[src/rtl/mcu_next_addr_defines.vh]
// constants for the microprogram next-address unit
`ifndef MCU_NEXT_ADDR_DEFINES_VH
`define MCU_NEXT_ADDR_DEFINES_VH

`define MA_WIDTH 9
`define ROW_LSB 4
`define MA_RESET 9'h000

// register byte offsets on the bus
`define REG_CTRL 8'h00
`define REG_STATUS 8'h04
`define REG_PRESET 8'h08
`define REG_STEPS 8'h0c

// control register fields
`define CTRL_RUN_BIT 0
`define CTRL_STEP_BIT 1
`define CTRL_RESET 2'h0

// status register fields
`define ST_ADDR_LSB 0
`define ST_CARRY_BIT 9
`define ST_ZERO_BIT 10
`define ST_FLATCH_BIT 11
`define ST_LATCH_LSB 12
`define ST_LATCH_EN_BIT 16
`define ST_ISE_BIT 17
`define ST_WIDTH 18

// AHB-Lite encodings
`define HTRANS_NONSEQ 2'h2
`define HTRANS_SEQ 2'h3
`define HSIZE_WORD 3'h2
`define HRESP_OKAY 1'h0

// address control codes, compared under a mask of significant bits; AC_ISE_CODE is compared whole
`define AC_MASK_2 7'h60
`define AC_MASK_3 7'h70
`define AC_MASK_4 7'h78
`define AC_MASK_5 7'h7c
`define AC_JUMP_SAME_COLUMN 7'h00
`define AC_JUMP_ROW_ZERO 7'h20
`define AC_JUMP_SAME_ROW 7'h30
`define AC_TEST_INPUT_LATCH 7'h40
`define AC_TEST_CARRY 7'h50
`define AC_TEST_ZERO 7'h58
`define AC_TEST_SECONDARY_LATCH 7'h60
`define AC_TEST_LEFT_LATCH_BITS 7'h68
`define AC_JUMP_COLUMN_LATCH_EN 7'h70
`define AC_TEST_PRIMARY_BUS 7'h78
`define AC_TEST_RIGHT_LATCH_BITS 7'h7c
`define AC_ISE_CODE 7'h2f

// flag input functions, flag control bits 1..0
`define SET_BOTH_FLAGS 2'h0
`define SET_ZERO_FLAG_ONLY 2'h1
`define SET_CARRY_FLAG_ONLY 2'h2
`define HOLD_BOTH_FLAGS 2'h3

// flag output functions, flag control bits 3..2 as {bit3, bit2}
`define FLAG_OUT_FORCE_LOW 2'h0
`define FLAG_OUT_ZERO 2'h1
`define FLAG_OUT_CARRY 2'h2
`define FLAG_OUT_FORCE_HIGH 2'h3

`endif

[src/rtl/mcu_ahb_regs.v]
// AHB-Lite register slave for the next-address unit
`timescale 1ns/10ps
`default_nettype none
`include "mcu_next_addr_defines.vh"

module mcu_ahb_regs (
	input wire core_clk_in,
	input wire sys_rst_in,
	input wire hsel_in,
	input wire [7:0] haddr_in,
	input wire [1:0] htrans_in,
	input wire hwrite_in,
	input wire [2:0] hsize_in,
	input wire [31:0] hwdata_in,
	input wire hready_in,
	input wire [`ST_WIDTH-1:0] status_in,
	input wire [31:0] steps_in,
	output reg hreadyout_out,
	output reg [31:0] hrdata_out,
	output reg hresp_out,
	output reg run_out,
	output reg step_out,
	output reg preset_out,
	output reg [`MA_WIDTH-1:0] preset_addr_out
);

	reg wr_pend_r;
	reg [7:0] wr_addr_r;
	wire addr_phase;

	// only whole-word transfers are decoded; other sizes are accepted and ignored
	assign addr_phase = hsel_in && hready_in && htrans_in[1] && (hsize_in == `HSIZE_WORD);

	always @(posedge core_clk_in) begin
		if (sys_rst_in) begin
			hreadyout_out <= 1'b0;
			hrdata_out <= 32'h00000000;
			hresp_out <= `HRESP_OKAY;
			wr_pend_r <= 1'b0;
			wr_addr_r <= 8'h00;
			run_out <= 1'b0;
			step_out <= 1'b0;
			preset_out <= 1'b0;
			preset_addr_out <= `MA_RESET;
		end else begin
			hreadyout_out <= 1'b1;
			hresp_out <= `HRESP_OKAY;
			step_out <= 1'b0;
			preset_out <= 1'b0;
			wr_pend_r <= addr_phase && hwrite_in;
			wr_addr_r <= haddr_in;
			if (addr_phase && !hwrite_in) begin
				case (haddr_in)
					`REG_CTRL: hrdata_out <= {31'h00000000, run_out};
					`REG_STATUS: hrdata_out <= {{(32-`ST_WIDTH){1'b0}}, status_in};
					`REG_STEPS: hrdata_out <= steps_in;
					default: hrdata_out <= 32'h00000000;
				endcase
			end
			if (wr_pend_r) begin
				case (wr_addr_r)
					`REG_CTRL: begin
						run_out <= hwdata_in[`CTRL_RUN_BIT];
						step_out <= hwdata_in[`CTRL_STEP_BIT];
					end
					`REG_PRESET: begin
						preset_out <= 1'b1;
						preset_addr_out <= hwdata_in[`MA_WIDTH-1:0];
					end
					default: begin
					end
				endcase
			end
		end
	end

endmodule // mcu_ahb_regs

`default_nettype wire

[src/rtl/mcu_next_addr.v]
// next-address and flag logic of a microprogram control unit
//
// Decided for this implementation: the placing of the registers and the AHB-Lite register port.
`timescale 1ns/10ps
`default_nettype none
`include "mcu_next_addr_defines.vh"

module mcu_next_addr (
	input wire core_clk_in,
	input wire sys_rst_in,
	input wire hsel_in,
	input wire [7:0] haddr_in,
	input wire [1:0] htrans_in,
	input wire hwrite_in,
	input wire [2:0] hsize_in,
	input wire [31:0] hwdata_in,
	input wire hready_in,
	output wire hreadyout_out,
	output wire [31:0] hrdata_out,
	output wire hresp_out,
	input wire [6:0] address_control_bits_in,
	input wire [3:0] flag_control_bits_in,
	input wire [3:0] primary_instruction_bus_n_in,
	input wire [3:0] secondary_instruction_bus_n_in,
	input wire flag_input_line_n_in,
	input wire address_load_in,
	input wire output_enable_in,
	input wire row_output_enable_in,
	output reg [`MA_WIDTH-1:0] microprogram_address_out,
	output reg row_oe_n_out,
	output reg column_oe_n_out,
	output reg [2:0] secondary_latch_out,
	output reg latch_oe_n_out,
	output reg flag_output_line_n_out,
	output reg flag_oe_n_out,
	output reg interrupt_strobe_enable_out
);

	reg [`MA_WIDTH-1:0] ma_r;
	reg [`MA_WIDTH-1:0] ma_nxt;
	reg carry_r;
	reg carry_nxt;
	reg zero_r;
	reg zero_nxt;
	reg flag_latch_r;
	reg [3:0] latch_r;
	reg [3:0] latch_nxt;
	reg latch_en_r;
	reg latch_en_nxt;
	reg ise_nxt;
	reg fo_nxt;
	reg [31:0] steps_r;
	wire run;
	wire step_req;
	wire preset;
	wire [`MA_WIDTH-1:0] preset_addr;
	wire step;
	wire [6:0] ac;
	wire flag_in;
	wire [3:0] px;
	wire [3:0] sx;
	wire [`ST_WIDTH-1:0] status;

	function is_code;
		input [6:0] code;
		input [6:0] mask;
		input [6:0] value;
		begin
			is_code = ((code & mask) == value);
		end
	endfunction

	assign ac = address_control_bits_in;
	assign flag_in = ~flag_input_line_n_in;
	assign px = ~primary_instruction_bus_n_in;
	assign sx = ~secondary_instruction_bus_n_in;
	// the unit advances one microcycle per enabled edge; software may free-run or single-step
	assign step = run | step_req;

	assign status = {interrupt_strobe_enable_out, latch_en_r, latch_r, flag_latch_r,
		zero_r, carry_r, ma_r};

	mcu_ahb_regs regs (
		.core_clk_in(core_clk_in),
		.sys_rst_in(sys_rst_in),
		.hsel_in(hsel_in),
		.haddr_in(haddr_in),
		.htrans_in(htrans_in),
		.hwrite_in(hwrite_in),
		.hsize_in(hsize_in),
		.hwdata_in(hwdata_in),
		.hready_in(hready_in),
		.status_in(status),
		.steps_in(steps_r),
		.hreadyout_out(hreadyout_out),
		.hrdata_out(hrdata_out),
		.hresp_out(hresp_out),
		.run_out(run),
		.step_out(step_req),
		.preset_out(preset),
		.preset_addr_out(preset_addr)
	);

	// next address selection
	always @* begin
		ma_nxt = ma_r;
		if (address_load_in) begin
			ma_nxt = {1'b0, sx, px};
		end else if (is_code(ac, `AC_MASK_2, `AC_JUMP_SAME_COLUMN)) begin
			ma_nxt = {ac[4:0], ma_r[3:0]};
		end else if (is_code(ac, `AC_MASK_3, `AC_JUMP_ROW_ZERO)) begin
			ma_nxt = {5'h00, ac[3:0]};
		end else if (is_code(ac, `AC_MASK_3, `AC_JUMP_SAME_ROW)) begin
			ma_nxt = {ma_r[8:4], ac[3:0]};
		end else if (is_code(ac, `AC_MASK_3, `AC_TEST_INPUT_LATCH)) begin
			ma_nxt = {ma_r[8], ac[3:0], ma_r[3], 2'b01, flag_in};
		end else if (is_code(ac, `AC_MASK_4, `AC_TEST_CARRY)) begin
			ma_nxt = {ma_r[8:7], ac[2:0], ma_r[3], 2'b01, carry_r};
		end else if (is_code(ac, `AC_MASK_4, `AC_TEST_ZERO)) begin
			ma_nxt = {ma_r[8:7], ac[2:0], ma_r[3], 2'b01, zero_r};
		end else if (is_code(ac, `AC_MASK_4, `AC_TEST_SECONDARY_LATCH)) begin
			ma_nxt = {ma_r[8:7], ac[2:0], latch_r};
		end else if (is_code(ac, `AC_MASK_4, `AC_TEST_LEFT_LATCH_BITS)) begin
			ma_nxt = {ma_r[8:7], ac[2:0], 2'b01, latch_r[3:2]};
		end else if (is_code(ac, `AC_MASK_4, `AC_JUMP_COLUMN_LATCH_EN)) begin
			ma_nxt = {ma_r[8:7], ac[2:0], ma_r[3:0]};
		end else if (is_code(ac, `AC_MASK_5, `AC_TEST_RIGHT_LATCH_BITS)) begin
			ma_nxt = {ma_r[8:7], 1'b1, ac[1:0], 2'b11, latch_r[1:0]};
		end else begin
			ma_nxt = {ma_r[8:6], ac[1:0], px};
		end
	end

	// side functions that the address load does not inhibit
	always @* begin
		latch_nxt = latch_r;
		latch_en_nxt = is_code(ac, `AC_MASK_4, `AC_JUMP_COLUMN_LATCH_EN);
		if (is_code(ac, `AC_MASK_5, `AC_TEST_PRIMARY_BUS)) begin
			latch_nxt = sx;
		end
		ise_nxt = (ac == `AC_ISE_CODE);
	end

	// flag input functions, applied even during an address load
	always @* begin
		carry_nxt = carry_r;
		zero_nxt = zero_r;
		case (flag_control_bits_in[1:0])
			`SET_BOTH_FLAGS: begin
				carry_nxt = flag_in;
				zero_nxt = flag_in;
			end
			`SET_ZERO_FLAG_ONLY: begin
				zero_nxt = flag_in;
			end
			`SET_CARRY_FLAG_ONLY: begin
				carry_nxt = flag_in;
			end
			`HOLD_BOTH_FLAGS: begin
			end
			default: begin
			end
		endcase
	end

	// in the carry and zero modes the flag output follows the stepped flags on a step edge, even one a preset overrides, and the stored flags otherwise
	always @* begin
		case (flag_control_bits_in[3:2])
			`FLAG_OUT_FORCE_LOW: fo_nxt = 1'b0;
			`FLAG_OUT_CARRY: fo_nxt = step ? carry_nxt : carry_r;
			`FLAG_OUT_ZERO: fo_nxt = step ? zero_nxt : zero_r;
			`FLAG_OUT_FORCE_HIGH: fo_nxt = 1'b1;
			default: fo_nxt = 1'b0;
		endcase
	end

	// core state; only a preset moves it between steps, so a stopped unit otherwise holds its address
	always @(posedge core_clk_in) begin
		if (sys_rst_in) begin
			ma_r <= `MA_RESET;
			carry_r <= 1'b0;
			zero_r <= 1'b0;
			flag_latch_r <= 1'b0;
			latch_r <= 4'h0;
			latch_en_r <= 1'b0;
			steps_r <= 32'h00000000;
		end else if (preset) begin
			ma_r <= preset_addr;
		end else if (step) begin
			ma_r <= ma_nxt;
			carry_r <= carry_nxt;
			zero_r <= zero_nxt;
			flag_latch_r <= flag_in;
			latch_r <= latch_nxt;
			latch_en_r <= latch_en_nxt;
			steps_r <= steps_r + 32'h00000001;
		end
	end

	// registered pins; the enables hide outputs without touching the stored state
	always @(posedge core_clk_in) begin
		if (sys_rst_in) begin
			microprogram_address_out <= `MA_RESET;
			row_oe_n_out <= 1'b1;
			column_oe_n_out <= 1'b1;
			secondary_latch_out <= 3'h0;
			latch_oe_n_out <= 1'b1;
			flag_output_line_n_out <= 1'b1;
			flag_oe_n_out <= 1'b1;
			interrupt_strobe_enable_out <= 1'b0;
		end else begin
			microprogram_address_out <= (preset) ? preset_addr : (step ? ma_nxt : ma_r);
			column_oe_n_out <= ~output_enable_in;
			row_oe_n_out <= ~(output_enable_in & row_output_enable_in);
			secondary_latch_out <= step ? latch_nxt[2:0] : latch_r[2:0];
			latch_oe_n_out <= ~(output_enable_in & (step ? latch_en_nxt : latch_en_r));
			flag_output_line_n_out <= ~fo_nxt;
			flag_oe_n_out <= ~output_enable_in;
			interrupt_strobe_enable_out <= ise_nxt;
		end
	end

endmodule // mcu_next_addr

`default_nettype wire

[config.mk]
export PLATFORM = sky130hd
export DESIGN_NAME = mcu_next_addr
export DESIGN_NICKNAME = d
export VERILOG_FILES = /design/src/rtl/mcu_ahb_regs.v /design/src/rtl/mcu_next_addr.v
export VERILOG_INCLUDE_DIRS = /design/src /design/src/rtl
export SDC_FILE = /design/constraint.sdc
export NUM_CORES = 1
export LEC_CHECK = 0
export BUFFER_PORTS_ARGS = -buffer_cell sky130_fd_sc_hd__clkbuf_2
export CAP_MARGIN = 20
export CORE_MARGIN = 2
export CORE_UTILIZATION = 30
export DETAILED_ROUTE_END_ITERATION = 10
export HOLD_SLACK_MARGIN = 0.1
export PLACE_DENSITY_LB_ADDON = 0.2
export SYNTH_ARGS = -nofsm -noshare
export SYNTH_HDL_FRONTEND = slang
export SYNTH_SLANG_ARGS = --single-unit
[constraint.sdc]
create_clock -name core_clk_in -period 1.72 [get_ports core_clk_in]
set_input_delay 0.344 -clock core_clk_in [delete_from_list [all_inputs] [get_ports core_clk_in]]
set_output_delay 0.344 -clock core_clk_in [all_outputs]
set_load 0.05 [all_outputs]
==> flow_metrics.tcl <==
set metrics [dict create \
    status "complete, but fails checks" \
    failed_checks "negative setup slack" \
    netlist_instances 534 \
    netlist_area_um2 4760 \
    antenna_found_initial 0 \
    finalSetupViolations 1 \
    io_buffers 99 \
    netlist_top_cells_area "dfxtp_1 47%, mux2i_1 6.5%, nor2_1 6.2%" \
    ys_types 64 \
    die_y_um 130 \
    layout.cells.non_filler 886 \
    fill_cells 1644 \
    rows 46 \
    synthDominantCellAreaShare_pct 46.7 \
    dieArea_um2 16900 \
    synth.avg_cell_area_um2 8.92 \
    timing.rr.start "regs.wr_addr_r[1]" \
    fp.coreArea_um2 15700 \
    drive_above_1_share_pct 28.1 \
    required_ps 1960 \
    postRouteAntennaNets 0 \
    synth_nets 608 \
    holdWs_ps 149 \
    start_util_pct 30.3 \
    numCtsBuffers 9 \
    critPathSlowestCell "or4_4" \
    hpwlAfterDp_mm 10.1 \
    num_vias 4237 \
    drt-initial-drc-count 209 \
    ys_seq_area_share_pct 46.7 \
    r2r_end "regs.preset_addr_out[3]" \
    maxCapViolCount 0 \
    final_area_um2 6190 \
    period_needed_ps 1730 \
    fin_ws_ps -5.25 \
    synth_edf_count 0 \
    min-delay-start "row_output_enable_in" \
    n_antenna_cell 0 \
    syn_to_final_growth_pct 30.0 \
    synthTopCellsByCount "111 x dfxtp_1, 79 x nor2_1, 43 x nand2_1" \
    path_clk_slew_ps 70 \
    io_pins 125 \
    synth_ff_type "dfxtp_1" \
    htreeDepth 3 \
    ff2ff_path_depth 5 \
    start_kind "register" \
    dp.cells 868 \
    skew_ps 10.6 \
    max_freq_ghz 0.580 \
    cts_root_buffer "clkbuf_16" \
    finish.net_count 740 \
    yosys_warnings 0 \
    drt_pass1_iterations 4 \
    slew_viol_final 0 \
    power_mw 5.01 \
    cts_buffer_depth 2 \
    endpoint_kind "register" \
    worstSkewPairLatency_ps 360 \
    vias_per_cell 4.78 \
    yosysTopAreaCell "dfxtp_1" \
    ff2ff_setup_slack_ps -5 \
    crit_buf_inv 1 \
    avgRoutedWirePerCell_um 15.1 \
    drc_errors 0 \
    grt_first_pass_wirelength_mm 21.5 \
    leakage_nw 2.52 \
    min_to "row_oe_n_out" \
    routed_wl_mm 13.4 \
    synth-async-reset-ratio_pct 0 \
    relSlewSlack_pct 64.6 \
    postPlaceCellArea_um2 5820 \
    crit_fanout 5 \
    track_usage_pct 16.5 \
    rsz0062_at_grt "yes" \
    critPathTopFamily "simple AND/OR/NAND/NOR gates" \
    powerDensity_nw_per_um2 810 \
    hold_path_class "in2reg" \
    grt_max_degree 48 \
    yosysMostFrequentCell "dfxtp_1" \
    overflow 0 \
    place_congestion 0.793 \
    period_share_pct 100 \
    worstPathCellList "or4_4 > nor4b_4 > buf_6 > mux2i_1 > nor2_1" \
    clock-sinks 111 \
    peakVddDrop_mv 0.393 \
    hold_violations 0 \
    ys_ff_latch 111 \
    die_width_um 130 \
    grt_pass1_vias 4185 \
    cp_data_arrival_time_ps 1970 \
    cts_tree "built" \
    path_class "reg2reg" \
    min_path_cells 2 \
    slowest_delay_ps 560 \
    tightest_slew_ps 531 \
]
==> state kept, by name, indices dropped and copies added (netlist names), 3 cells and up <==
name                  count
regs.wr_addr_r            8
regs.preset_addr_out      9
secondary_latch_out       3
steps_r                  32
latch_r                   4
ma_r                      9
regs.hrdata_out          32
==> cells by family after synthesis <==
logic type,Yosys count,synth area share (%)
AND/OR/NAND/NOR,214,22.9
flip-flops,111,46.7
AO/OA/AOI/OAI,107,14.7
buffers and inverters,40,3.47
multiplexers,32,6.75
XOR/XNOR,28,5.15
adder cells (fa/ha/maj),1,0.263
other,1,0.0788
==> per-layer routing <==
layer  global-route usage (%)  share of wire [%]
met5                        0                  0
met4                     4.93                1.3
met3                     3.90                4.7
met2                     26.0                 46
met1                     22.6                 48
==> layout by cell type, fill, tap and decap left out, types with 3 or more instances in the layout <==
cell	netlist	routed
a211oi_1	13	13
a21oi_1	17	17
a22o_1	14	14
a31oi_1	5	5
and3_1	5	5
and4b_1	3	3
buf_12	0	3
buf_4	3	45
buf_6	0	3
clkbuf_16	0	9
clkbuf_2	0	99
dfxtp_1	111	110
inv_1	9	9
mux2i_1	31	31
nand2_1	43	43
nand2b_1	8	8
nand3_1	15	13
nand4_1	13	13
nor2_1	79	77
nor2_2	2	3
nor2b_1	8	8
nor3_1	7	6
nor4_1	3	3
o21ai_0	33	33
o22ai_1	5	5
or2_2	4	4
or3_1	4	4
xnor2_1	5	5
xor2_1	23	23
==> where the power goes <==
| part | switching (mW) | total (mW) | leakage, nW | internal, mW |
|---|---|---|---|---|
| clock | 0.972 | 2.11 | 0.137 | 1.14 |
| combinational | 0.194 | 0.314 | 1.49 | 0.121 |
| sequential | 0.00664 | 2.59 | 0.897 | 2.58 |
==> worst reg2reg max path, delay by kind of cell (launching register included) <==
family | cells | cell delay, ps
AND/OR/NAND/NOR | 3 | 930
flip-flops | 1 | 300
multiplexers | 1 | 200
buffers and inverters | 1 | 190
==> final cells by class <==
class,instances,area [um2],share of cell area (%)
Tap cell,216,270,4.37
Timing Repair Buffer,150,927,15.0
Sequential cell,111,2220,35.9
Clock buffer,10,229,3.70
Clock inverter,5,65.1,1.05
Inverter,11,41.3,0.667
Multi-Input combinational cell,383,2430,39.3
==> stage by stage <==
step	setup WS, ps	setup TNS (ps)	utilization (%)
final	-5.25	-5.25	39.4
after global placement	-82.8	-1400	37.0
after floorplan	15.9	0	-
after detailed placement	-64.0	-1640	37.0
after global routing	-84.0	-706	39.4
after CTS	-0.00555	-0.00555	39.1
==> how the worst max path moves through the flow <==
stage                                    start                       to  slack (ps)  cells after the start
floorplan                           steps_r[0]              steps_r[20]          20                      6
global placement    address_control_bits_in[3]                  ma_r[3]         -80                      6
detailed placement           regs.wr_addr_r[1]  regs.preset_addr_out[3]         -60                      5
CTS                          regs.wr_addr_r[1]  regs.preset_addr_out[4]      -0.006                      5
global route                 regs.wr_addr_r[1]  regs.preset_addr_out[7]         -80                      5
finish                       regs.wr_addr_r[1]  regs.preset_addr_out[3]          -5                      5
==> what timing repair did <==
item | CTS | global route
setup endpoints to repair | 10 | 33
setup buffers | 0 | 2
resized for setup | 6 | 9
pin swaps | 1 | 4
cloned | 1 | 0
hold buffers | 0 | 0
Power figures use the tool's default switching activity.
